[config.mk]
export PLATFORM = sky130hd
export DESIGN_NAME = sps_page_stack
export DESIGN_NICKNAME = d
export VERILOG_FILES = /design/src/inc/sps_pkg.sv /design/src/rtl/sps_global_decode.sv /design/src/rtl/sps_page_stack.sv
export SDC_FILE = /design/constraint.sdc
export NUM_CORES = 1
export LEC_CHECK = 0
export ABC_AREA = 1
export ABC_CLOCK_PERIOD_IN_PS = 1950
export BUFFER_PORTS_ARGS = -buffer_cell sky130_fd_sc_hd__buf_2
export CAP_MARGIN = 20
export CORE_MARGIN = 2
export CORE_UTILIZATION = 53
export CTS_CLUSTER_DIAMETER = 30
export DETAILED_ROUTE_END_ITERATION = 10
export GPL_TIMING_DRIVEN = 1
export PLACE_DENSITY = 0.92
export SYNTH_ARGS = -nofsm -noshare
export SYNTH_HDL_FRONTEND = slang
export SYNTH_SLANG_ARGS = --single-unit
[constraint.sdc]
create_clock -name mclk -period 1.95 [get_ports mclk]
set_input_delay 0.195 -clock mclk [delete_from_list [all_inputs] [get_ports mclk]]
set_output_delay 0.195 -clock mclk [all_outputs]
set_load 0.01 [all_outputs]
[src/inc/sps_pkg.sv]
package sps_pkg;
  localparam int unsigned PAGE_W = 8;
  localparam int unsigned ADDR_W = 8;
  localparam logic [7:0] ADDR_ACTIVE = 8'h84;
  localparam logic [7:0] ADDR_MIDDLE = 8'h85;
  localparam logic [7:0] ADDR_BOTTOM = 8'h86;
  localparam logic [7:0] ADDR_CONTROL = 8'h96;
  localparam int unsigned AUTO_EN_BIT = 0;
  localparam logic [7:0] RST_ACTIVE = 8'h00;
  localparam logic [7:0] RST_MIDDLE = 8'h00;
  localparam logic [7:0] RST_BOTTOM = 8'h00;
  localparam logic RST_AUTO_EN = 1'b1;
  localparam logic [7:0] EMPTY_PAGE = 8'h00;
  localparam int unsigned N_GLOBAL = 8;
  localparam logic [N_GLOBAL*8-1:0] GLOBAL_ADDRS = 64'h8081_8284_8586_8790;

  typedef struct packed {
    logic we;
    logic re;
    logic [7:0] addr;
    logic [7:0] wdata;
  } sps_sfr_req_t;

  typedef struct packed {
    logic [7:0] rdata;
    logic rvalid;
  } sps_sfr_rsp_t;

  typedef struct packed {
    logic [7:0] active;
    logic [7:0] middle;
    logic [7:0] bottom;
    logic auto_en;
  } sps_state_t;
endpackage

[src/rtl/sps_global_decode.sv]
`timescale 1ns/100ps
`default_nettype none
module sps_global_decode
(
  input wire logic mclk,
  input wire logic rst_n,
  input wire logic [7:0] addr,
  input wire logic [7:0] active_page_select,
  output logic all_pages_q,
  output logic [7:0] page_q
);
  logic hit;
  logic all_pages_d;
  logic [7:0] page_d;
  logic [sps_pkg::N_GLOBAL-1:0] match;

  genvar g;
  generate
    for (g = 0; g < sps_pkg::N_GLOBAL; g++)
    begin : g_m
      assign match[g] = (addr == sps_pkg::GLOBAL_ADDRS[g*8 +: 8]);
    end
  endgenerate

  always_comb
  begin
    hit = |match;
    all_pages_d = hit; // RULE_11
    page_d = hit ? 8'h00 : active_page_select; // RULE_11
  end

  always_ff @(posedge mclk)
  begin
    if (!rst_n)
    begin
      all_pages_q <= 1'b0;
      page_q <= 8'h00;
    end
    else
    begin
      all_pages_q <= all_pages_d;
      page_q <= page_d;
    end
  end
endmodule
`default_nettype wire

[src/rtl/sps_page_stack.sv]
// How it works
// RULE_01: Auto page switching is on after reset until software clears the enable.
// RULE_02: Interrupt entry saves active page to middle, loads the source page.
// RULE_03: Each push moves middle into bottom, discarding the old bottom.
// RULE_04: Return from interrupt moves middle to active and bottom to middle.
// RULE_05: An empty bottom byte reads 0x00 and pops 0x00 into middle.
// RULE_06: Pushes only on interrupt service, pops only on return.
// RULE_07: Software writes change only the written byte, never push or pop.
// RULE_08: Active page accepts software writes any time, effective immediately; the code drops a write that lands in a push or pop cycle.
// RULE_09: All three stack bytes are readable and writable by software.
// RULE_10: With enable cleared, no page switch, push or pop happens.
// RULE_11: Registers present on every page decode regardless of active page.
// RULE_12: A preempting interrupt pushes again, shifting both earlier pages down.
// RULE_13: A push in the same cycle as a stack write wins over the write.
`timescale 1ns/100ps
`default_nettype none
module sps_page_stack
(
  input wire logic mclk,
  input wire logic rst_n,
  input wire logic irq_enter,
  input wire logic [7:0] irq_page,
  input wire logic irq_return,
  input wire sps_pkg::sps_sfr_req_t sfr_req,
  output sps_pkg::sps_sfr_rsp_t sfr_rsp,
  output logic [7:0] active_page_select,
  output logic [7:0] page_stack_middle,
  output logic [7:0] page_stack_bottom,
  output logic auto_page_enable,
  output logic decode_all_pages,
  output logic [7:0] decode_page
);
  // Stack operation chosen for this cycle
  typedef enum logic [1:0] {OP_HOLD, OP_PUSH, OP_POP} sps_op_t;

  sps_pkg::sps_state_t st_q;
  sps_pkg::sps_state_t st_d;
  sps_pkg::sps_sfr_rsp_t rsp_q;
  sps_pkg::sps_sfr_rsp_t rsp_d;
  sps_op_t op;
  logic wr_act;
  logic wr_mid;
  logic wr_bot;
  logic wr_ctl;
  logic [7:0] rd_mux;

  // Entry beats a return seen in the same cycle
  always_comb
  begin
    op = OP_HOLD;
    if (st_q.auto_en)
    begin
      if (irq_enter)
      begin
        op = OP_PUSH; // RULE_06 RULE_10 RULE_12
      end
      else if (irq_return)
      begin
        op = OP_POP; // RULE_06 RULE_10
      end
    end
  end

  // One write strobe per byte, all low without a write
  always_comb
  begin
    wr_act = 1'b0;
    wr_mid = 1'b0;
    wr_bot = 1'b0;
    wr_ctl = 1'b0;
    if (sfr_req.we)
    begin
      unique case (sfr_req.addr)
        sps_pkg::ADDR_ACTIVE:
        begin
          wr_act = 1'b1; // RULE_08
        end
        sps_pkg::ADDR_MIDDLE:
        begin
          wr_mid = 1'b1; // RULE_09
        end
        sps_pkg::ADDR_BOTTOM:
        begin
          wr_bot = 1'b1; // RULE_09
        end
        sps_pkg::ADDR_CONTROL:
        begin
          wr_ctl = 1'b1; // RULE_01
        end
        default:
        begin
          wr_act = 1'b0;
        end
      endcase
    end
  end

  // Enable write lands even in a push cycle; the push used the old enable
  always_comb
  begin
    st_d = st_q;
    if (wr_ctl)
    begin
      st_d.auto_en = sfr_req.wdata[sps_pkg::AUTO_EN_BIT]; // RULE_01
    end
    unique case (op)
      OP_PUSH:
      begin
        st_d.middle = st_q.active; // RULE_02 RULE_13
        st_d.bottom = st_q.middle; // RULE_03 RULE_12 RULE_13
        st_d.active = irq_page; // RULE_02
      end
      OP_POP:
      begin
        st_d.active = st_q.middle; // RULE_04
        st_d.middle = st_q.bottom; // RULE_04 RULE_05
        st_d.bottom = sps_pkg::EMPTY_PAGE; // RULE_05
      end
      OP_HOLD:
      begin
        // Byte writes touch only their own byte
        if (wr_act)
        begin
          st_d.active = sfr_req.wdata; // RULE_07 RULE_08
        end
        if (wr_mid)
        begin
          st_d.middle = sfr_req.wdata; // RULE_07 RULE_09
        end
        if (wr_bot)
        begin
          st_d.bottom = sfr_req.wdata; // RULE_07 RULE_09
        end
      end
    endcase
  end

  // Read selection by address
  always_comb
  begin
    rd_mux = 8'h00;
    unique case (sfr_req.addr)
      sps_pkg::ADDR_ACTIVE:
      begin
        rd_mux = st_q.active; // RULE_08
      end
      sps_pkg::ADDR_MIDDLE:
      begin
        rd_mux = st_q.middle; // RULE_09
      end
      sps_pkg::ADDR_BOTTOM:
      begin
        rd_mux = st_q.bottom; // RULE_09
      end
      sps_pkg::ADDR_CONTROL:
      begin
        rd_mux = {7'h00, st_q.auto_en};
      end
      default:
      begin
        rd_mux = 8'h00;
      end
    endcase
  end

  // Idle cycles return zero so stale bytes never leak
  always_comb
  begin
    rsp_d.rvalid = sfr_req.re;
    rsp_d.rdata = 8'h00;
    if (sfr_req.re)
    begin
      rsp_d.rdata = rd_mux;
    end
  end

  // Reset leaves the stack empty with auto switching on
  always_ff @(posedge mclk)
  begin
    if (!rst_n)
    begin
      st_q.active <= sps_pkg::RST_ACTIVE;
      st_q.middle <= sps_pkg::RST_MIDDLE;
      st_q.bottom <= sps_pkg::RST_BOTTOM;
      st_q.auto_en <= sps_pkg::RST_AUTO_EN; // RULE_01
    end
    else
    begin
      st_q <= st_d;
    end
  end

  always_ff @(posedge mclk)
  begin
    if (!rst_n)
    begin
      rsp_q <= '0;
    end
    else
    begin
      rsp_q <= rsp_d;
    end
  end

  assign sfr_rsp = rsp_q;
  assign active_page_select = st_q.active;
  assign page_stack_middle = st_q.middle;
  assign page_stack_bottom = st_q.bottom;
  assign auto_page_enable = st_q.auto_en;

  sps_global_decode u_dec
  (
    .mclk(mclk),
    .rst_n(rst_n),
    .addr(sfr_req.addr),
    .active_page_select(st_d.active),
    .all_pages_q(decode_all_pages),
    .page_q(decode_page)
  );
endmodule
`default_nettype wire

==> results of run 1 <==
## registers in the layout, indices dropped and copies added, names as in the netlist
signal	count
sfr_rsp	9
active_page_select	8
page_stack_bottom	8
page_stack_middle	8
u_dec.page_q	8
auto_page_enable	1
u_dec.all_pages_q	1
## kinds of logic (layout without fill, tap and decap cells)
family                 after synthesis  count (layout)  share of synthesized area
and+or+nand+nor                    131             131                      0.287
buffers and inverters               52             126                      0.102
DFF                                 43              43                      0.420
AOI/OAI and AO/OA                   71              71                      0.191
## cell type report
class                      instances  share of cell area
clock inverter                     1              0.0118
timing repair buffer              74               0.147
inverter                          45              0.0663
tap                               48              0.0236
clock buffer                       6              0.0285
multi-input combinational        202               0.384
sequential                        43               0.338
## power by group through the flow
stage	Combinational [W]	Clock, W	Sequential (W)
4_1_cts	0.000318	0.000664	0.000971
2_1_floorplan	0.000163	0	0.00101
3_5_place_dp	0.000317	0	0.000991
6_report	0.000320	0.000651	0.000972
3_3_place_gp	0.000313	0	0.000990
5_1_grt	0.000360	0.000711	0.000977
## per-layer routing
metal  wire length [microns]  share of wire  GRT usage
met5                       0              0          0
met4                       0              0     0.0510
met3                     442          0.079     0.0579
met2                    2570           0.46      0.425
met1                    2590           0.46      0.388
## per-stage QoR
| step | total power, W | util | cell area [sq um] | hold slack, ns |
|---|---|---|---|---|
| floorplan | 0.00117 | - | 2050 | 0.341 |
| global placement | 0.00130 | 0.662 | 2440 | 0.478 |
| detailed placement | 0.00131 | 0.662 | 2440 | 0.479 |
| CTS | 0.00195 | 0.690 | 2550 | 0.179 |
| global route | 0.00205 | 0.690 | 2550 | 0.181 |
| finish | 0.00194 | 0.690 | 2550 | 0.187 |
## worst paths after layout
path / start / endpoint / depth (start not counted)
setup / recovery: auto_page_enable$_SDFFE_PN1P_ / page_stack_middle[6]$_SDFFE_PN0P_ / 7
hold / removal: sfr_req[16] / sfr_rsp[0]$_SDFF_PN0_ / 3
setup reg to reg: auto_page_enable$_SDFFE_PN1P_ / page_stack_middle[6]$_SDFFE_PN0P_ / 7
hold reg to reg: page_stack_middle[3]$_SDFFE_PN0P_ / page_stack_middle[3]$_SDFFE_PN0P_ / 2
## cell usage after synthesis
library cell and n:
nand2_1 60, dfxtp_1 43, nor2_1 40, inv_1 39
o21ai_0 36, a21oi_1 22, nand3_1 14, inv_2 5
nand2_2 5, o211ai_1 5, o22ai_1 5, clkbuf_1 3
nor2_4 3, buf_2 2, nand4_1 2, nor3_1 2
a21oi_2 1, and2_1 1, buf_4 1, buf_6 1
clkinv_1 1, nand2_4 1, nand3_2 1, nor2_2 1
nor2_8 1, o21ai_4 1, o31ai_1 1
## tightest hold or removal path: cells and delay by family
kind	cells	cell delay, ns
and+or+nand+nor	1	0.04
buffers and inverters	2	0.18
==> run summary, run 1 <==
Post-Synthesis Cells -> 297
vias in the first global route -> 1933
sequential area share after synthesis -> 0.420
Fill cells -> 359
CP endpoint kind -> flip-flop
Routed Antenna Nets -> 0
core area -> 0.00369 sq mm
Multi-input gate area -> 978 sq um
RSZ-0062 raised after global routing -> false
WL final -> 5.60 mm
Synth top area share -> 0.420
status -> finished clean
Switching Power -> 0.000516 W
Initial Utilization -> 0.555
Max VDD drop -> 0.000465 V
Max stage delay on crit path -> 0.41 ns
Gate power share -> 0.165
dpl ws -> 0.504 ns
element type at the critical path start -> flip-flop
Fmax -> 0.692 GHz
max-cap viol count -> 0
Synth-to-Final Area Change -> 24.3%
Post-CTS Setup Bufs -> 0
post-synth top area cell -> dfxtp_1
worst endpoint data arrival time -> 1.61 ns
Die Wd -> 66.2 microns
post-CTS sizing -> 0
clk_lat worst skew -> 0.29 ns
clock slew at reported path FFs -> 0.07 ns
pwr dens -> 763 mW/mm^2
CTS tree -> done
clock buffer depth -> 2
switching share of power -> 0.266
drt drc -> 0
Period minus WS final -> 1.44 ns
CP Max Fanout -> 16
Via density -> 5.11
H-tree levels -> 2
Slew Limit Fails -> 0
Final Hold Viols -> 0
HPWL reported at the end of detailed placement -> 4.33 mm
Clock power frac -> 0.335
Layout Cells excl Fill -> 419
Final Net Count -> 401
CP max stage cell -> dfxtp_1
I/O pins -> 73
vias -> 2140
CP Buf/Inv Count -> 1
CP most frequent cell -> nand2_1
Global Route Usage Sum -> 0.272
final setup skew -> 0.00371 ns
Worst path top cell family by delay -> flip-flops
Ys Warns -> 0
required time of the critical path -> 2.12 ns
Detailed Routing Iterations Pass 1 -> 5
TritonCTS Buffers -> 5
leading cell type in the layout, fill and taps excluded -> buf_2
die area -> 0.00438 sq mm
number of antenna diodes -> 0
setup TNS -> 0 ns
placed cells -> 412
grt ovf -> 0
detailed router's first-iteration violation count -> 226
Routed WL per cell -> 13.4 microns
Area contributors post-synth -> dfxtp_1 42%, nand2_1 11%, o21ai_0 8.8%
average cell area after synthesis -> 6.90 sq um
layout cells sized above 1 -> 0.267
gp weighted congestion -> 0.894
final period utilization -> 0.741
worst setup margin -> 0.506 ns
Post-Synthesis Cell Area -> 0.00205 sq mm
row cnt -> 22
max_slew headroom -> 0.708
Chip Height -> 66.2 microns
Setup Viol. Count Final -> 0
Slew @ Worst Pin -> 0.438 ns
initial antenna violation count -> 0
Clock Sinks -> 43
#FFs+latches synth -> 43
Sequential Area -> 861 sq um
worst hold path type -> in -> reg
crit path kind -> reg -> reg
Leakage Power -> 1.32 nW
first-pass GRT wire length -> 9.13 mm
port buffer count -> 72
pin count of the biggest net entering global routing -> 25
CTS root buffer -> clkbuf_8
most frequent cells in the layout -> 72 x buf_2, 60 x nand2_1, 43 x dfxtp_1
CTS Hold Buffers Added -> 0
r2r setup slk -> 0.51 ns
Synth cell types -> 27
Post-Syn Nets -> 327
internal power -> 0.00143 W
Sequential Power Share -> 0.500
crit path cell chain -> nand2_1 > nand2_1 > inv_2 > nand2_1 > o21ai_0 > a21oi_1 > a21oi_1
No activity file was read; power rests on OpenSTA's default activity.
==> inputs of run 2 (changes only) <==
--- a/config.mk
+++ b/config.mk
@@ -5,16 +5,16 @@
 export SDC_FILE = /design/constraint.sdc
 export NUM_CORES = 1
 export LEC_CHECK = 0
-export ABC_AREA = 1
-export ABC_CLOCK_PERIOD_IN_PS = 1950
+export ABC_AREA = 0
+export ABC_CLOCK_PERIOD_IN_PS = 1500
 export BUFFER_PORTS_ARGS = -buffer_cell sky130_fd_sc_hd__buf_2
 export CAP_MARGIN = 20
 export CORE_MARGIN = 2
-export CORE_UTILIZATION = 53
+export CORE_UTILIZATION = 49
 export CTS_CLUSTER_DIAMETER = 30
 export DETAILED_ROUTE_END_ITERATION = 10
 export GPL_TIMING_DRIVEN = 1
-export PLACE_DENSITY = 0.92
+export PLACE_DENSITY = 0.87
 export SYNTH_ARGS = -nofsm -noshare
 export SYNTH_HDL_FRONTEND = slang
 export SYNTH_SLANG_ARGS = --single-unit
==> constraint.sdc (replaced) <==
create_clock -name mclk -period 1.5 [get_ports mclk]
set_input_delay 0.15 -clock mclk [delete_from_list [all_inputs] [get_ports mclk]]
set_output_delay 0.15 -clock mclk [all_outputs]
set_load 0.01 [all_outputs]
==> run 2 against run 1 <==
Count of clock-buffer cells in the layout shrank 1. Die area grew 8.5%. Flip-flop and latch count is the same. Non-clock buffer count grew 19. Clock skew grew 0.0048 ns.
==> run summary, run 2 <==
status -> finished clean (unchanged)
I/O pins -> 73 (unchanged)
worst hold path type -> in -> reg (unchanged)
Global Route Usage Sum -> 0.285 (was 0.272)
grt ovf -> 0 (unchanged)
CTS root buffer -> clkbuf_8 (unchanged)
worst setup margin -> 0.0424 ns (was 0.506 ns)
CTS Hold Buffers Added -> 0 (unchanged)
pwr dens -> 912 mW/mm^2 (was 763 mW/mm^2)
final period utilization -> 0.972
Leakage Power -> 1.17 nW (was 1.32 nW)
sequential area share after synthesis -> 0.417 (was 0.420)
Via density -> 6.27 (was 5.11)
Final Hold Viols -> 0 (unchanged)
Die Wd -> 68.9 microns (was 66.2 microns)
total power -> 0.00251 W (was 0.00194 W)
port buffer count -> 72 (unchanged)
number of antenna diodes -> 0 (unchanged)
Chip Height -> 68.9 microns (was 66.2 microns)
#FFs+latches synth -> 43 (unchanged)
crit path cell chain -> buf_2 > or4b_4 > or3b_4 > mux2i_2 > a211oi_2 (was nand2_1 > nand2_1 > inv_2 > nand2_1 > o21ai_0 > a21oi_1 > a21oi_1)
max-cap viol count -> 0 (unchanged)
element type at the critical path start -> primary input (was flip-flop)
reg2reg start -> auto_page_enable$_SDFFE_PN1P_ (unchanged)
dpl ws -> -0.343 ns (was 0.504 ns)
vias in the first global route -> 2065 (was 1933)
Placement Cell Area -> 0.00261 sq mm (was 0.00244 sq mm)
Initial Utilization -> 0.513 (was 0.555)
Max VDD drop -> 0.000540 V (was 0.000465 V)
most frequent cells in the layout -> 72 x buf_2, 43 x dfxtp_1, 18 x o21ai_0, 18 x buf_4 (was 72 x buf_2, 60 x nand2_1, 43 x dfxtp_1)
required time of the critical path -> 1.72 ns (was 2.12 ns)
Area contributors post-synth -> dfxtp_1 42%, a22oi_1 5.8%, mux2_2 4.9% (was dfxtp_1 42%, nand2_1 11%, o21ai_0 8.8%)
max_slew headroom -> 0.758 (was 0.708)
final instance area -> 0.00276 sq mm (was 0.00255 sq mm)
Slew Limit Fails -> 0 (unchanged)
vias -> 2312 (was 2140)
Max stage delay on crit path -> 0.53 ns (was 0.41 ns)
leading cell type in the layout, fill and taps excluded -> buf_2 (unchanged)
CP max stage cell -> or4b_4 (was dfxtp_1)
Fill cells -> 341 (was 359)
Routed Antenna Nets -> 0 (unchanged)
CP Max Fanout -> 5 (was 16)
Post-Synthesis Cells -> 236 (was 297)
average cell area after synthesis -> 8.75 sq um (was 6.90 sq um)
HPWL reported at the end of detailed placement -> 4.63 mm (was 4.33 mm)
Clock Sinks -> 43 (unchanged)
post-synth top area cell -> dfxtp_1 (unchanged)
drt drc -> 0 (unchanged)
final setup skew -> 0.00849 ns (was 0.00371 ns)
initial antenna violation count -> 0 (unchanged)
crit path kind -> in -> reg (was reg -> reg)
first-pass GRT wire length -> 9.87 mm (was 9.13 mm)
TritonCTS Buffers -> 5 (unchanged)
layout cells sized above 1 -> 0.395 (was 0.267)
Synth-to-Final Area Change -> 33.4% (was 24.3%)
WL final -> 6.49 mm (was 5.60 mm)
post-synthesis async set-or-reset flop share -> 0 (unchanged)
Post-Syn Nets -> 266 (was 327)
min-delay src -> sfr_req[16] (unchanged)
max reg flops -> 9 (unchanged)
Detailed Routing Iterations Pass 1 -> 5 (unchanged)
Fmax -> 0.686 GHz
CP endpoint kind -> flip-flop (unchanged)
pin count of the biggest net entering global routing -> 22 (was 25)
Setup Viol. Count Final -> 0 (unchanged)
Period minus WS final -> 1.46 ns
most frequent cell after synthesis -> dfxtp_1 (was nand2_1)
Routed WL per cell -> 17.6 microns (was 13.4 microns)
clk_lat worst skew -> 0.30 ns (was 0.29 ns)
CTS tree -> done (unchanged)
worst endpoint data arrival time -> 1.68 ns (was 1.61 ns)
Primary FF master, synth -> dfxtp_1 (unchanged)
clock buffer depth -> 2 (unchanged)
Ys Warns -> 0 (unchanged)
detailed router's first-iteration violation count -> 192 (was 226)
number of synthesized flops with an enable pin -> 0 (unchanged)
setup TNS -> 0 ns (unchanged)
die area -> 0.00475 sq mm (was 0.00438 sq mm)
synth cell count leaders -> 43 x dfxtp_1, 20 x nand2_1, 18 x o21ai_0, 17 x nor2_1, 16 x a22oi_1 (was 60 x nand2_1, 43 x dfxtp_1, 40 x nor2_1, 39 x inv_1, 36 x o21ai_0)
core area -> 0.00403 sq mm (was 0.00369 sq mm)
Slew @ Worst Pin -> 0.362 ns (was 0.438 ns)
CP Launch Point -> sfr_req[14] (was auto_page_enable$_SDFFE_PN1P_)
Final Net Count -> 348 (was 401)
gp weighted congestion -> 0.889 (was 0.894)
H-tree levels -> 2 (unchanged)
row cnt -> 23 (was 22)
Post-Synthesis Cell Area -> 0.00207 sq mm (was 0.00205 sq mm)
clock slew at reported path FFs -> 0.08 ns (was 0.07 ns)
Synth top area share -> 0.417 (was 0.420)
Synth cell types -> 36 (was 27)
-- run 2: final timing paths --
| path | slack, ns | end | depth (start not counted) |
|---|---|---|---|
| hold / removal | 0.09 | sfr_rsp[0]$_SDFF_PN0_ | 2 |
| hold reg to reg | 0.55 | page_stack_middle[7]$_SDFFE_PN0P_ | 2 |
| setup / recovery | 0.04 | u_dec.page_q[7]$_SDFF_PP0_ | 5 |
| setup reg to reg | 0.14 | page_stack_bottom[7]$_SDFFE_PN0P_ | 4 |
-- run 2: power by group --
group / switching, W / internal (W)
combinational: 0.000261 / 0.000224
sequential: 0.0000810 / 0.00121
clock: 0.000410 / 0.000324
total: 0.000752 / 0.00176
-- run 2: repair_timing --
item                                    in CTS  in global routing
buffers inserted                             1                  0
endpoints found under the setup margin       3                 14
gates resized for setup                      5                  9
pin swaps                                    2                  3
-- run 2: layout make-up --
type                       instances  area (sq um)  area share
inverter                           2          7.51     0.00272
timing repair buffer              93           556       0.202
multi-input combinational        173          1180       0.429
sequential                        43           861       0.312
tap                               50          62.6      0.0227
clock buffer                       5          68.8      0.0250
clock inverter                     3          20.0     0.00726
-- run 2: kinds of logic (layout without fill, tap and decap cells) --
| family | after synthesis | count (layout) | share of synthesized area |
|---|---|---|---|
| AOI/OAI and AO/OA | 81 | 81 | 0.267 |
| and+or+nand+nor | 78 | 78 | 0.203 |
| buffers and inverters | 20 | 103 | 0.0406 |
| DFF | 43 | 43 | 0.417 |
| muxes | 14 | 14 | 0.0733 |
-- run 2: per-stage QoR --
step                std cells  hold slack [ns]  utilization
finish                    369           0.0946        0.684
global route              369            0.104        0.684
CTS                       370           0.0875        0.678
detailed placement        361            0.405        0.649
global placement          361            0.396        0.649
floorplan                 236            0.278            -
-- run 2: metal layers --
layer	wire (microns)	vias to the layer above	track usage
met5	0	-	0
met3	677	23	0.0649
met2	3080	157	0.495
met4	175	0	0.125
li1	-	1044	-
met1	2560	1088	0.335
-- run 2: worst max-delay path, delay by kind of cell --
family | cells | cell delay (ns)
simple gates | 2 | 0.99
mux | 1 | 0.20
buf+inv | 1 | 0.11
compound gates | 1 | 0.22
